**config.mk**
```make
export PLATFORM = sky130hd
export DESIGN_NAME = t8pwm_top
export DESIGN_NICKNAME = d
export VERILOG_FILES = /design/src/t8pwm_pkg.sv /design/src/t8pwm_top.sv
export SDC_FILE = /design/constraint.sdc
export NUM_CORES = 1
export LEC_CHECK = 0
export ABC_AREA = 1
export BUFFER_PORTS_ARGS = -buffer_cell sky130_fd_sc_hd__buf_2
export CAP_MARGIN = 0
export CORE_MARGIN = 2
export CORE_UTILIZATION = 57
export CTS_CLUSTER_DIAMETER = 60
export DETAILED_ROUTE_END_ITERATION = 10
export PLACE_DENSITY = 0.9
export SYNTH_ARGS = -nofsm -noshare
export SYNTH_HDL_FRONTEND = slang
export SYNTH_SLANG_ARGS = --single-unit
```
**constraint.sdc**
```tcl
create_clock -name hclk -period 2.2 [get_ports hclk]
set_input_delay 0.33 -clock hclk [delete_from_list [all_inputs] [get_ports hclk]]
set_output_delay 0.33 -clock hclk [all_outputs]
set_load 0.05 [all_outputs]
```
**src/t8pwm_pkg.sv**
```systemverilog
// Constants, types and carriers for the 8-bit PWM timer block.
// Assumes a 32-bit AHB-Lite register bus, word aligned.
package t8pwm_pkg;
  // Register byte offsets
  localparam logic [7:0] ADDR_CTRL = 8'h00;
  localparam logic [7:0] ADDR_CMPA = 8'h04;
  localparam logic [7:0] ADDR_CMPB = 8'h08;
  localparam logic [7:0] ADDR_COUNT = 8'h0C;
  localparam logic [7:0] ADDR_STATUS = 8'h10;
  // Counter extremes
  localparam logic [7:0] CNT_BOTTOM = 8'h00;
  localparam logic [7:0] CNT_MAX = 8'hFF;
  // Status bit positions, status and control register widths
  localparam int ST_OVF = 0;
  localparam int ST_MATCH_A = 1;
  localparam int ST_MATCH_B = 2;
  localparam int ST_W = 3;
  localparam int CTRL_W = 15;
  // Prescaler width and tap positions
  localparam int PRESC_W = 10;
  localparam logic [PRESC_W-1:0] TAP_8 = 10'h007;
  localparam logic [PRESC_W-1:0] TAP_32 = 10'h01F;
  localparam logic [PRESC_W-1:0] TAP_64 = 10'h03F;
  localparam logic [PRESC_W-1:0] TAP_128 = 10'h07F;
  localparam logic [PRESC_W-1:0] TAP_256 = 10'h0FF;
  localparam logic [PRESC_W-1:0] TAP_1024 = 10'h3FF;
  // Reset values
  localparam logic [7:0] CMP_RST = 8'h00;
  localparam logic [ST_W-1:0] ST_RST = 3'h0;
  localparam logic [PRESC_W-1:0] PRESC_RST = 10'h000;

  typedef enum logic [2:0] {
    WAVE_NORMAL = 3'h0,
    WAVE_PC_FIXED = 3'h1,
    WAVE_CTC = 3'h2,
    WAVE_FAST_FIXED = 3'h3,
    WAVE_RSV4 = 3'h4,
    WAVE_PC_VAR = 3'h5,
    WAVE_RSV6 = 3'h6,
    WAVE_FAST_VAR = 3'h7
  } t8pwm_wave_e;

  typedef enum logic [1:0] {
    COM_OFF = 2'h0,
    COM_TOGGLE = 2'h1,
    COM_NONINV = 2'h2,
    COM_INV = 2'h3
  } t8pwm_com_e;

  typedef enum logic [2:0] {
    CLK_STOP = 3'h0,
    CLK_DIV1 = 3'h1,
    CLK_DIV8 = 3'h2,
    CLK_DIV32 = 3'h3,
    CLK_DIV64 = 3'h4,
    CLK_DIV128 = 3'h5,
    CLK_DIV256 = 3'h6,
    CLK_DIV1024 = 3'h7
  } t8pwm_clk_e;

  typedef enum logic {
    DIR_UP = 1'b0,
    DIR_DOWN = 1'b1
  } t8pwm_dir_e;

  // Control register, bit 0 upward from the bottom field
  typedef struct packed {
    logic pin_b_data;
    logic pin_a_data;
    logic pin_b_dir;
    logic pin_a_dir;
    logic async_sel;
    t8pwm_clk_e clk_sel;
    t8pwm_com_e chan_b_output_mode;
    t8pwm_com_e chan_a_output_mode;
    t8pwm_wave_e waveform_mode_sel;
  } t8pwm_ctrl_s;

  localparam t8pwm_ctrl_s CTRL_RST = 15'h0000;
endpackage

```
**src/t8pwm_top.sv**
```systemverilog
// 8-bit timer with fast and phase correct PWM, two compare channels,
// prescaler and AHB-Lite register slave.
// Assumes a single AHB-Lite master; osc_tick is synchronous to hclk.
//
// The implementer's own choices: the register addresses and the AHB-Lite register port.

module t8pwm_top (
  // Clock and reset
  input wire logic hclk,
  input wire logic hresetn,
  // AHB-Lite slave
  input wire logic hsel,
  input wire logic [7:0] haddr,
  input wire logic [1:0] htrans,
  input wire logic hwrite,
  input wire logic [2:0] hsize,
  input wire logic [31:0] hwdata,
  input wire logic hready,
  output logic hreadyout,
  output logic hresp,
  output logic [31:0] hrdata,
  // Asynchronous timer source as enable
  input wire logic osc_tick,
  // Compare output pins
  output logic chan_a_pin_out,
  output logic chan_a_pin_oe,
  output logic chan_b_pin_out,
  output logic chan_b_pin_oe,
  // Observation
  output logic [7:0] counter_value,
  output logic overflow_flag,
  output logic chan_a_match_flag
);

  // Next output state of one compare channel
  function automatic logic oc_next(
    input t8pwm_pkg::t8pwm_wave_e wm,
    input t8pwm_pkg::t8pwm_com_e com,
    input logic oc,
    input logic match,
    input logic up,
    input logic wrap,
    input logic turn,
    input logic hold_top
  );
    logic r;
    logic lvl_up;
    r = oc;
    lvl_up = (com == t8pwm_pkg::COM_INV);
    unique case (wm)
      t8pwm_pkg::WAVE_FAST_FIXED, t8pwm_pkg::WAVE_FAST_VAR: begin
        if (com == t8pwm_pkg::COM_TOGGLE) begin
          if (match) r = ~oc;
        end else if (com != t8pwm_pkg::COM_OFF) begin
          if (match) r = lvl_up;
          if (wrap) r = ~lvl_up;
        end
      end
      t8pwm_pkg::WAVE_PC_FIXED, t8pwm_pkg::WAVE_PC_VAR: begin
        if (com == t8pwm_pkg::COM_NONINV || com == t8pwm_pkg::COM_INV) begin
          if (match) r = up ? lvl_up : ~lvl_up;
          if (turn) r = hold_top ? ~lvl_up : lvl_up;
        end
      end
      default: begin
        if (match) begin
          unique case (com)
            t8pwm_pkg::COM_OFF: r = oc;
            t8pwm_pkg::COM_TOGGLE: r = ~oc;
            t8pwm_pkg::COM_NONINV: r = 1'b0;
            t8pwm_pkg::COM_INV: r = 1'b1;
          endcase
        end
      end
    endcase
    return r;
  endfunction

  t8pwm_pkg::t8pwm_ctrl_s ctrl, next_ctrl;
  logic [7:0] cnt, next_cnt;
  t8pwm_pkg::t8pwm_dir_e dir, next_dir;
  logic [7:0] ocra, next_ocra, ocrb, next_ocrb;
  logic [7:0] bufa, next_bufa, bufb, next_bufb;
  logic oca, next_oca, ocb, next_ocb;
  logic [t8pwm_pkg::ST_W-1:0] flags, next_flags;
  logic [t8pwm_pkg::PRESC_W-1:0] presc, next_presc;
  logic wr_pend, next_wr_pend;
  logic [7:0] wr_addr, next_wr_addr;
  logic [31:0] next_hrdata;

  // Decoded mode and tick
  logic is_fast, is_pc, is_pwm, var_top;
  logic src_en, fire, tick;
  logic [7:0] top, new_top;
  logic at_top, wrap, turn, load;
  logic up_eff, match_a, match_b;
  logic ovf_set;

  always_comb begin
    is_fast = (ctrl.waveform_mode_sel == t8pwm_pkg::WAVE_FAST_FIXED) ||
              (ctrl.waveform_mode_sel == t8pwm_pkg::WAVE_FAST_VAR);
    is_pc = (ctrl.waveform_mode_sel == t8pwm_pkg::WAVE_PC_FIXED) ||
            (ctrl.waveform_mode_sel == t8pwm_pkg::WAVE_PC_VAR);
    is_pwm = is_fast || is_pc;
    var_top = (ctrl.waveform_mode_sel == t8pwm_pkg::WAVE_FAST_VAR) ||
              (ctrl.waveform_mode_sel == t8pwm_pkg::WAVE_PC_VAR);
    top = var_top ? ocra : t8pwm_pkg::CNT_MAX;
    new_top = var_top ? bufa : t8pwm_pkg::CNT_MAX;
    src_en = ctrl.async_sel ? osc_tick : 1'b1;
    unique case (ctrl.clk_sel)
      t8pwm_pkg::CLK_STOP: fire = 1'b0;
      t8pwm_pkg::CLK_DIV1: fire = 1'b1;
      t8pwm_pkg::CLK_DIV8: fire = presc[2:0] == t8pwm_pkg::TAP_8[2:0];
      t8pwm_pkg::CLK_DIV32: fire = presc[4:0] == t8pwm_pkg::TAP_32[4:0];
      t8pwm_pkg::CLK_DIV64: fire = presc[5:0] == t8pwm_pkg::TAP_64[5:0];
      t8pwm_pkg::CLK_DIV128: fire = presc[6:0] == t8pwm_pkg::TAP_128[6:0];
      t8pwm_pkg::CLK_DIV256: fire = presc[7:0] == t8pwm_pkg::TAP_256[7:0];
      t8pwm_pkg::CLK_DIV1024: fire = presc == t8pwm_pkg::TAP_1024;
    endcase
    tick = src_en && fire;
    next_presc = src_en ? t8pwm_pkg::PRESC_W'(presc + 1'b1) : presc;
    at_top = (cnt == top);
    wrap = tick && is_fast && at_top;
    turn = tick && is_pc && at_top && (dir == t8pwm_pkg::DIR_UP);
    load = is_pwm && (wrap || turn);
    up_eff = (dir == t8pwm_pkg::DIR_UP) || (cnt == t8pwm_pkg::CNT_BOTTOM);
    match_a = tick && (cnt == ocra);
    match_b = tick && (cnt == ocrb);
    ovf_set = is_pwm ? (wrap || (tick && is_pc &&
              cnt == t8pwm_pkg::CNT_BOTTOM))
              : (tick && cnt == t8pwm_pkg::CNT_MAX);
  end

  // Counter and direction
  always_comb begin
    next_cnt = cnt;
    next_dir = dir;
    if (tick) begin
      if (is_fast) begin
        next_cnt = at_top ? t8pwm_pkg::CNT_BOTTOM : 8'(cnt + 8'h01);
      end else if (is_pc) begin
        if (dir == t8pwm_pkg::DIR_UP) begin
          if (at_top) begin
            next_dir = t8pwm_pkg::DIR_DOWN;
            next_cnt = 8'(cnt - 8'h01);
          end else begin
            next_cnt = 8'(cnt + 8'h01);
          end
        end else if (cnt == t8pwm_pkg::CNT_BOTTOM) begin
          next_dir = t8pwm_pkg::DIR_UP;
          next_cnt = 8'(cnt + 8'h01);
        end else begin
          next_cnt = 8'(cnt - 8'h01);
        end
      end else begin
        next_dir = t8pwm_pkg::DIR_UP;
        next_cnt = 8'(cnt + 8'h01);
      end
    end
    if (wr_pend && wr_addr == t8pwm_pkg::ADDR_COUNT) begin
      next_cnt = hwdata[7:0];
    end
  end

  // Compare registers, outputs and flags
  always_comb begin
    next_bufa = bufa;
    next_bufb = bufb;
    next_ctrl = ctrl;
    next_flags = flags;
    if (wr_pend) begin
      unique case (wr_addr)
        t8pwm_pkg::ADDR_CTRL: next_ctrl = hwdata[t8pwm_pkg::CTRL_W-1:0];
        t8pwm_pkg::ADDR_CMPA: next_bufa = hwdata[7:0];
        t8pwm_pkg::ADDR_CMPB: next_bufb = hwdata[7:0];
        t8pwm_pkg::ADDR_STATUS:
          next_flags = flags & ~hwdata[t8pwm_pkg::ST_W-1:0];
        default: next_flags = flags;
      endcase
    end
    // Hardware set wins over a software clear
    next_flags[t8pwm_pkg::ST_OVF] = next_flags[t8pwm_pkg::ST_OVF] | ovf_set;
    next_flags[t8pwm_pkg::ST_MATCH_A] =
      next_flags[t8pwm_pkg::ST_MATCH_A] | match_a;
    next_flags[t8pwm_pkg::ST_MATCH_B] =
      next_flags[t8pwm_pkg::ST_MATCH_B] | match_b;
    // Non-PWM modes use the written value directly
    next_ocra = (!is_pwm || load) ? bufa : ocra;
    next_ocrb = (!is_pwm || load) ? bufb : ocrb;
    next_oca = oc_next(ctrl.waveform_mode_sel, ctrl.chan_a_output_mode,
                       oca, match_a, up_eff, wrap, turn,
                       bufa == new_top);
    next_ocb = oc_next(ctrl.waveform_mode_sel, ctrl.chan_b_output_mode,
                       ocb, match_b, up_eff, wrap, turn,
                       bufb == new_top);
  end

  // Bus slave
  always_comb begin
    next_wr_pend = hsel && htrans[1] && hready && hwrite &&
                   hsize == 3'h2;
    next_wr_addr = wr_pend ? wr_addr : 8'h00;
    if (hsel && htrans[1] && hready) begin
      next_wr_addr = {haddr[7:2], 2'h0};
    end
    next_hrdata = hrdata;
    if (hsel && htrans[1] && hready && !hwrite) begin
      unique case ({haddr[7:2], 2'h0})
        t8pwm_pkg::ADDR_CTRL: next_hrdata = {17'h00000, ctrl};
        t8pwm_pkg::ADDR_CMPA: next_hrdata = {24'h000000, bufa};
        t8pwm_pkg::ADDR_CMPB: next_hrdata = {24'h000000, bufb};
        t8pwm_pkg::ADDR_COUNT: next_hrdata = {24'h000000, cnt};
        t8pwm_pkg::ADDR_STATUS: next_hrdata = {29'h00000000, flags};
        default: next_hrdata = 32'h00000000;
      endcase
    end
  end

  always_ff @(posedge hclk or negedge hresetn) begin
    if (!hresetn) begin
      ctrl <= t8pwm_pkg::CTRL_RST;
      cnt <= t8pwm_pkg::CNT_BOTTOM;
      dir <= t8pwm_pkg::DIR_UP;
      ocra <= t8pwm_pkg::CMP_RST;
      ocrb <= t8pwm_pkg::CMP_RST;
      bufa <= t8pwm_pkg::CMP_RST;
      bufb <= t8pwm_pkg::CMP_RST;
      oca <= 1'b0;
      ocb <= 1'b0;
      flags <= t8pwm_pkg::ST_RST;
      presc <= t8pwm_pkg::PRESC_RST;
      wr_pend <= 1'b0;
      wr_addr <= 8'h00;
      hrdata <= 32'h00000000;
    end else begin
      ctrl <= next_ctrl;
      cnt <= next_cnt;
      dir <= next_dir;
      ocra <= next_ocra;
      ocrb <= next_ocrb;
      bufa <= next_bufa;
      bufb <= next_bufb;
      oca <= next_oca;
      ocb <= next_ocb;
      flags <= next_flags;
      presc <= next_presc;
      wr_pend <= next_wr_pend;
      wr_addr <= next_wr_addr;
      hrdata <= next_hrdata;
    end
  end

  // Pin muxing
  always_comb begin
    hreadyout = 1'b1;
    hresp = 1'b0;
    chan_a_pin_out = (ctrl.chan_a_output_mode != t8pwm_pkg::COM_OFF) ?
                     oca : ctrl.pin_a_data;
    chan_b_pin_out = (ctrl.chan_b_output_mode != t8pwm_pkg::COM_OFF) ?
                     ocb : ctrl.pin_b_data;
    chan_a_pin_oe = ctrl.pin_a_dir;
    chan_b_pin_oe = ctrl.pin_b_dir;
    counter_value = cnt;
    overflow_flag = flags[t8pwm_pkg::ST_OVF];
    chan_a_match_flag = flags[t8pwm_pkg::ST_MATCH_A];
  end
endmodule // t8pwm_top

```
==> impl_metrics.yaml, run 1 <==
timing:
  grt_setup_unrepaired: "true"
  max_freq_mhz: 469
  hold_viol: 0
  fin_crit_sh_pct: 96.9
  drv_slew: 0
  finalCriticalPeriod_ns: 2.13
  hold_ws_ns: 0.0981
  clock_skew_ns: 0.0106
  tns_ns: 0
  final-setup-viol-count: 0
clocking:
  clockBufferDepth: 2
  cts_tree: "yes"
  clk_latency_ns: 0.38
  clk_pin_slew_worst_paths_ns: 0.09
  cts.sinks: 93
  cts-root-buf: "clkbuf_8"
  cts_buffers: 9
  h-tree-depth: 3
global_routing:
  grt_pass1_wl_um: 25600
  grt_max_degree: 35
  track_usage_pct: 29.3
  overflow: 0
  grt_antenna_before_repair: 0
  grt_pass1_vias: 5187
synth:
  synthCells: 810
  yosys.area.top_type: "dfrtp_1"
  synth.avg_cell_area_um2: 7.31
  synth.distinct_cells: 41
  yosysSeqAreaShare_pct: 39.3
  synth_seq_cells: 93
  ys_warn_count: 0
  synth_area_mm2: 0.00592
  synth_top_area_share_pct: 39.3
  synth.area.top_cells: "dfrtp_1 39%, nand2_1 15%, o21ai_0 6.6%, inv_1 5.3%, nand3_1 4.5%"
routing:
  wirelength_um: 16800
  drt_iter0_drc: 620
  met1Wirelength_um: 6750
  drcViolationCount: 0
  vias: 5877
  drt-wirelength-per-cell_um: 16.2
  highest_layer: "met4"
  wl_met2_um: 7910
  dr.pass1.iters: 5
  vias_per_cell: 5.66
  wl_met3_um: 1530
  detail-route-antenna-nets: 0
placed_design:
  hpwlAfterDp_um: 12100
  placed_cells: 1015
  numPortBuffers: 59
  gp_congestion: 0.965
critical_path:
  path_max_fanout: 10
  critPathLaunchType: "register"
  setup.worst_path.end: "ocra[6]"
  slowest_stage: "dfrtp_1"
  r2r_start: "presc[1]"
  reg2reg_to: "ocra[6]"
  endpoint_kind: "register"
  rrSetupSlack_ns: 0.07
  reg2regPathDepth: 14
  crit_type: "register to register"
  required_ns: 2.47
  critPathMaxStageDelay_ns: 0.39
  crit_start: "presc[1]"
  cp_data_arrival_time_ns: 2.40
  path_cells: "ha_2 -> nand2_2 -> nor2_4 -> buf_4 -> nand2_2 -> nor2_4 -> nor2_2 -> nor2_8 -> buf_6 -> nand3_4 -> nand3_4 -> buf_12 -> nand2_2 -> o21ai_2"
  cp_common_cell: "nand2_2"
power:
  p_leak_nw: 3.46
  peakVddDrop_uv: 573
  power.density_mw_per_mm2: 1070
  total_power_mw: 7.32
status:
  status: "finished, final reports clean"
finish:
  layout_common_cells: "237 x nand2_1, 93 x dfrtp_1, 81 x inv_1"
  fin_util_pct: 67.3
  drive_above_1_share_pct: 20.8
  final_common_cell: "nand2_1"
  diodes: 0
  instances_no_fill: 1038
  areaGrowthSynthToFinish_pct: 15.6
  final_nets: 954
min_path:
  hp-class: "primary input to register"
  holdPathStages: 2
die:
  num_rows: 37
  core_mm2: 0.0102
  pin_count: 99
  chipWidth_um: 106
  die_area_mm2: 0.0112
  start_util_pct: 58.2
  die_h_um: 106
job:
  max_cap_viol_count: 0
==> synthesized netlist by cell type (all sizes together) <==
master,count
a211oi,2
a21boi,1
a21oi,18
a31oi,4
buf,34
clkbuf,8
clkinv,1
conb,2
dfrtp,93
ha,6
inv,89
nand2,256
nand3,56
nand3b,2
nand4,16
nor2,77
nor3,7
nor4,2
o211ai,4
o21ai,104
o22ai,6
xnor2,4
xor2,18
==> power by group <==
part,switching (mW),total (mW),internal [mW]
logic,2.41,3.58,1.17
clock network,0.648,1.33,0.679
registers,0.349,2.41,2.06
total,3.41,7.32,3.91
==> state kept, by name, indices dropped and copies added (netlist names), 3 cells and up <==
name           flops
flags              3
ocra               8
ctrl              13
hrdata            15
bufa               8
wr_addr            6
ocrb               8
presc             10
counter_value      8
bufb               8
==> per-stage QoR <==
step           setup WS [ns]  instance area [um2]
2_1_floorplan          0.141                 5990
3_3_place_gp          0.0714                 6450
3_5_place_dp        -0.00963                 6450
4_1_cts               0.0232                 6700
5_1_grt              -0.0697                 6850
6_report              0.0680                 6850
==> how the worst min path moves through the flow <==
stage | start | endpoint | slack, ns
detailed placement | hresetn | ocrb[4] | 0.29
finish | hsize[0] | wr_pend | 0.1
floorplan | hresetn | bufa[0] | 0.03
global route | hsize[0] | wr_pend | 0.09
CTS | hsize[0] | wr_pend | 0.09
global placement | hresetn | ocrb[4] | 0.30
==> cells by family after synthesis <==
kind of cell / share of synthesized area [%]
compound gates: 13.5
fa+ha+maj: 1.27
flops: 39.3
simple gates: 31.4
other cells: 0.127
xor+xnor: 3.25
buf+inv: 11.2
==> routing by layer <==
metal  global-route usage, %  vias up
met3                    3.99       52
li1                        -     2747
met2                    46.9      343
met5                       0        -
met4                    13.3        0
met1                    39.8     2735
==> worst max-delay path, delay by kind of cell (launching register included) <==
| family | cells | cell delay [ns] |
|---|---|---|
| adder cells (fa/ha/maj) | 1 | 0.21 |
| buffers and inverters | 3 | 0.45 |
| flip-flops | 1 | 0.39 |
| AO/OA/AOI/OAI | 1 | 0.05 |
| AND/OR/NAND/NOR | 9 | 0.92 |
==> timing repair <==
| item | in CTS | in global routing |
|---|---|---|
| pin swaps | 1 | 11 |
| hold buffers | 1 | 0 |
| resized for setup | 4 | 24 |
| setup endpoints to repair | 6 | 26 |
| gates cloned | 0 | 1 |
| buffers inserted | 0 | 5 |
| endpoints found under the hold margin | 28 | 0 |
==> area by class of cell <==
type	instances	area (um2)
clock buffers	10	138
clock inverters	6	93.8
fillers	833	3330
inverters	90	340
multi-input cells	602	3090
flip-flops and latches	93	2330
well taps	136	170
repair buffers	101	694
Note: power is estimated with default switching activity, not from simulation.
==> inputs of run 2 (changes only) <==
--- a/config.mk
+++ b/config.mk
@@ -8,11 +8,13 @@
 export ABC_AREA = 1
 export BUFFER_PORTS_ARGS = -buffer_cell sky130_fd_sc_hd__buf_2
 export CAP_MARGIN = 0
+export CELL_PAD_IN_SITES_DETAIL_PLACEMENT = 1
+export CELL_PAD_IN_SITES_GLOBAL_PLACEMENT = 2
 export CORE_MARGIN = 2
-export CORE_UTILIZATION = 57
+export CORE_UTILIZATION = 32
 export CTS_CLUSTER_DIAMETER = 60
 export DETAILED_ROUTE_END_ITERATION = 10
-export PLACE_DENSITY = 0.9
+export PLACE_DENSITY = 0.89
 export SYNTH_ARGS = -nofsm -noshare
 export SYNTH_HDL_FRONTEND = slang
 export SYNTH_SLANG_ARGS = --single-unit
==> run 2 against run 1 <==
Setup slack gained 0.052 ns. Hold slack better by 0.033 ns. Die area is 75% higher. Largest power group unchanged.
==> impl_metrics.yaml, run 2 (synthesis gave the netlist of run 1 again) <==
routing:
  wirelength_um: 19700
  vias: 5652
  dr.pass1.iters: 6
  detail-route-antenna-nets: 0
  vias_per_cell: 4.94
  drcViolationCount: 0
  drt-wirelength-per-cell_um: 17.2
  drt_iter0_drc: 353
clocking:
  clk_pin_slew_worst_paths_ns: 0.07
  h-tree-depth: 3
  cts_tree: "yes"
  clk_latency_ns: 0.35
  cts.sinks: 93
  cts-root-buf: "clkbuf_16"
  cts_buffers: 9
  clockBufferDepth: 2
finish:
  num-fill-cells: 2273
  final_nets: 967
  layout_common_cells: "235 x nand2_1, 92 x dfrtp_1, 81 x inv_1"
  largestRegisters: "hrdata x15, ctrl x13, presc x10"
  areaGrowthSynthToFinish_pct: 19.9
  fin_util_pct: 39.3
  largest_reg_flops: 15
  multiInputGateArea_mm2: 0.00311
  diodes: 0
  final_common_cell: "nand2_1"
  top_register: "hrdata"
  register_area_mm2: 0.00233
  drive_above_1_share_pct: 21.9
  instances_no_fill: 1144
timing:
  drv_slew: 0
  slew_headroom_pct: 65.6
  fin_crit_sh_pct: 94.5
  clock_skew_ns: 0.00767
  setup_slack_ns: 0.120
  finalCriticalPeriod_ns: 2.08
  final-setup-viol-count: 0
  max_freq_mhz: 481
  tns_ns: 0
  hold_viol: 0
  worst_slew_pin_slew_ns: 0.514
die:
  start_util_pct: 32.8
  die_area_mm2: 0.0196
  die_h_um: 140
  pin_count: 99
  core_mm2: 0.0181
  num_rows: 49
  chipWidth_um: 140
power:
  peakVddDrop_uv: 400
  p_leak_nw: 3.56
  power.density_mw_per_mm2: 1090
  total_power_mw: 7.71
status:
  status: "finished, final reports clean"
placed_design:
  dpl_worst_slack_ns: -0.0557
  gp_congestion: 0.871
  numPortBuffers: 59
  placed_cells: 1118
  hpwlAfterDp_um: 15100
critical_path:
  cp_data_arrival_time_ns: 2.32
  rrSetupSlack_ns: 0.12
  required_ns: 2.44
  endpoint_kind: "register"
  path_max_fanout: 5
  critPathLaunchType: "register"
  crit_type: "register to register"
global_routing:
  grt_pass1_vias: 5807
  overflow: 0
  grt_pass1_wl_um: 31300
  grt_max_degree: 64
  track_usage_pct: 20.3
  grt_antenna_before_repair: 0
job:
  max_cap_viol_count: 0
min_path:
  hp-class: "primary input to register"
-- run 2: cell type report --
| class | count | share of cell area (%) |
|---|---|---|
| multi-input cells | 603 | 43.8 |
| flip-flops and latches | 93 | 32.8 |
| repair buffers | 113 | 10.6 |
| inverters | 90 | 4.79 |
| well taps | 229 | 4.03 |
| clock buffers | 13 | 3.80 |
| clock inverters | 3 | 0.264 |
-- run 2: report_power, final --
part | total, mW | switching [mW] | internal, mW
sequential | 2.42 | 0.361 | 2.06
clock | 1.57 | 0.708 | 0.860
combinational | 3.72 | 2.48 | 1.24
total | 7.71 | 3.55 | 4.16
-- run 2: stage by stage --
| stage | hold slack, ns | instance area, um2 |
|---|---|---|
| floorplan | 0.0344 | 5990 |
| global placement | 0.317 | 6620 |
| detailed placement | 0.326 | 6620 |
| CTS | 0.121 | 6920 |
| global route | 0.129 | 7100 |
| finish | 0.132 | 7100 |
-- run 2: what timing repair did --
item                       CTS  global route
gates resized for setup      2            26
gates cloned                 0             1
hold endpoints to repair    30             0
pin swaps                    1            15
setup endpoints to repair    2            24
setup buffers                0             8
hold buffers                 1             0
-- run 2: path summary, 6_finish.rpt --
check / start / endpoint / depth (start not counted)
min in group asynchronous: hresetn / ocrb[4] / 2
min: hsize[2] / wr_pend / 2
min reg2reg: presc[9] / presc[9] / 1
max reg2reg: presc[1] / oca / 15
max in group asynchronous: hresetn / presc[4] / 3
max: presc[1] / oca / 15
-- run 2: critical path, stage by stage, from the launching register on --
cell and delay [ns]:
dfrtp_1 0.39, ha_4 0.17, nand2_4 0.05, nor2_4 0.13
buf_4 0.12, nand2_2 0.07, nor2_4 0.16, nor2_4 0.08
nor2_8 0.19, nand4_1 0.18, nand2_1 0.11, nand2_1 0.05
nand2_1 0.07, nand2_1 0.05, nor2_1 0.08, nor2_1 0.05
-- run 2: metal layers --
metal | GRT usage [%] | wire length (um) | share of wire [%]
met1 | 28.1 | 9240 | 47
met2 | 33.1 | 9310 | 47
met3 | 3.15 | 768 | 3.9
met4 | 6.01 | 384 | 1.9
met5 | 0 | 0 | 0
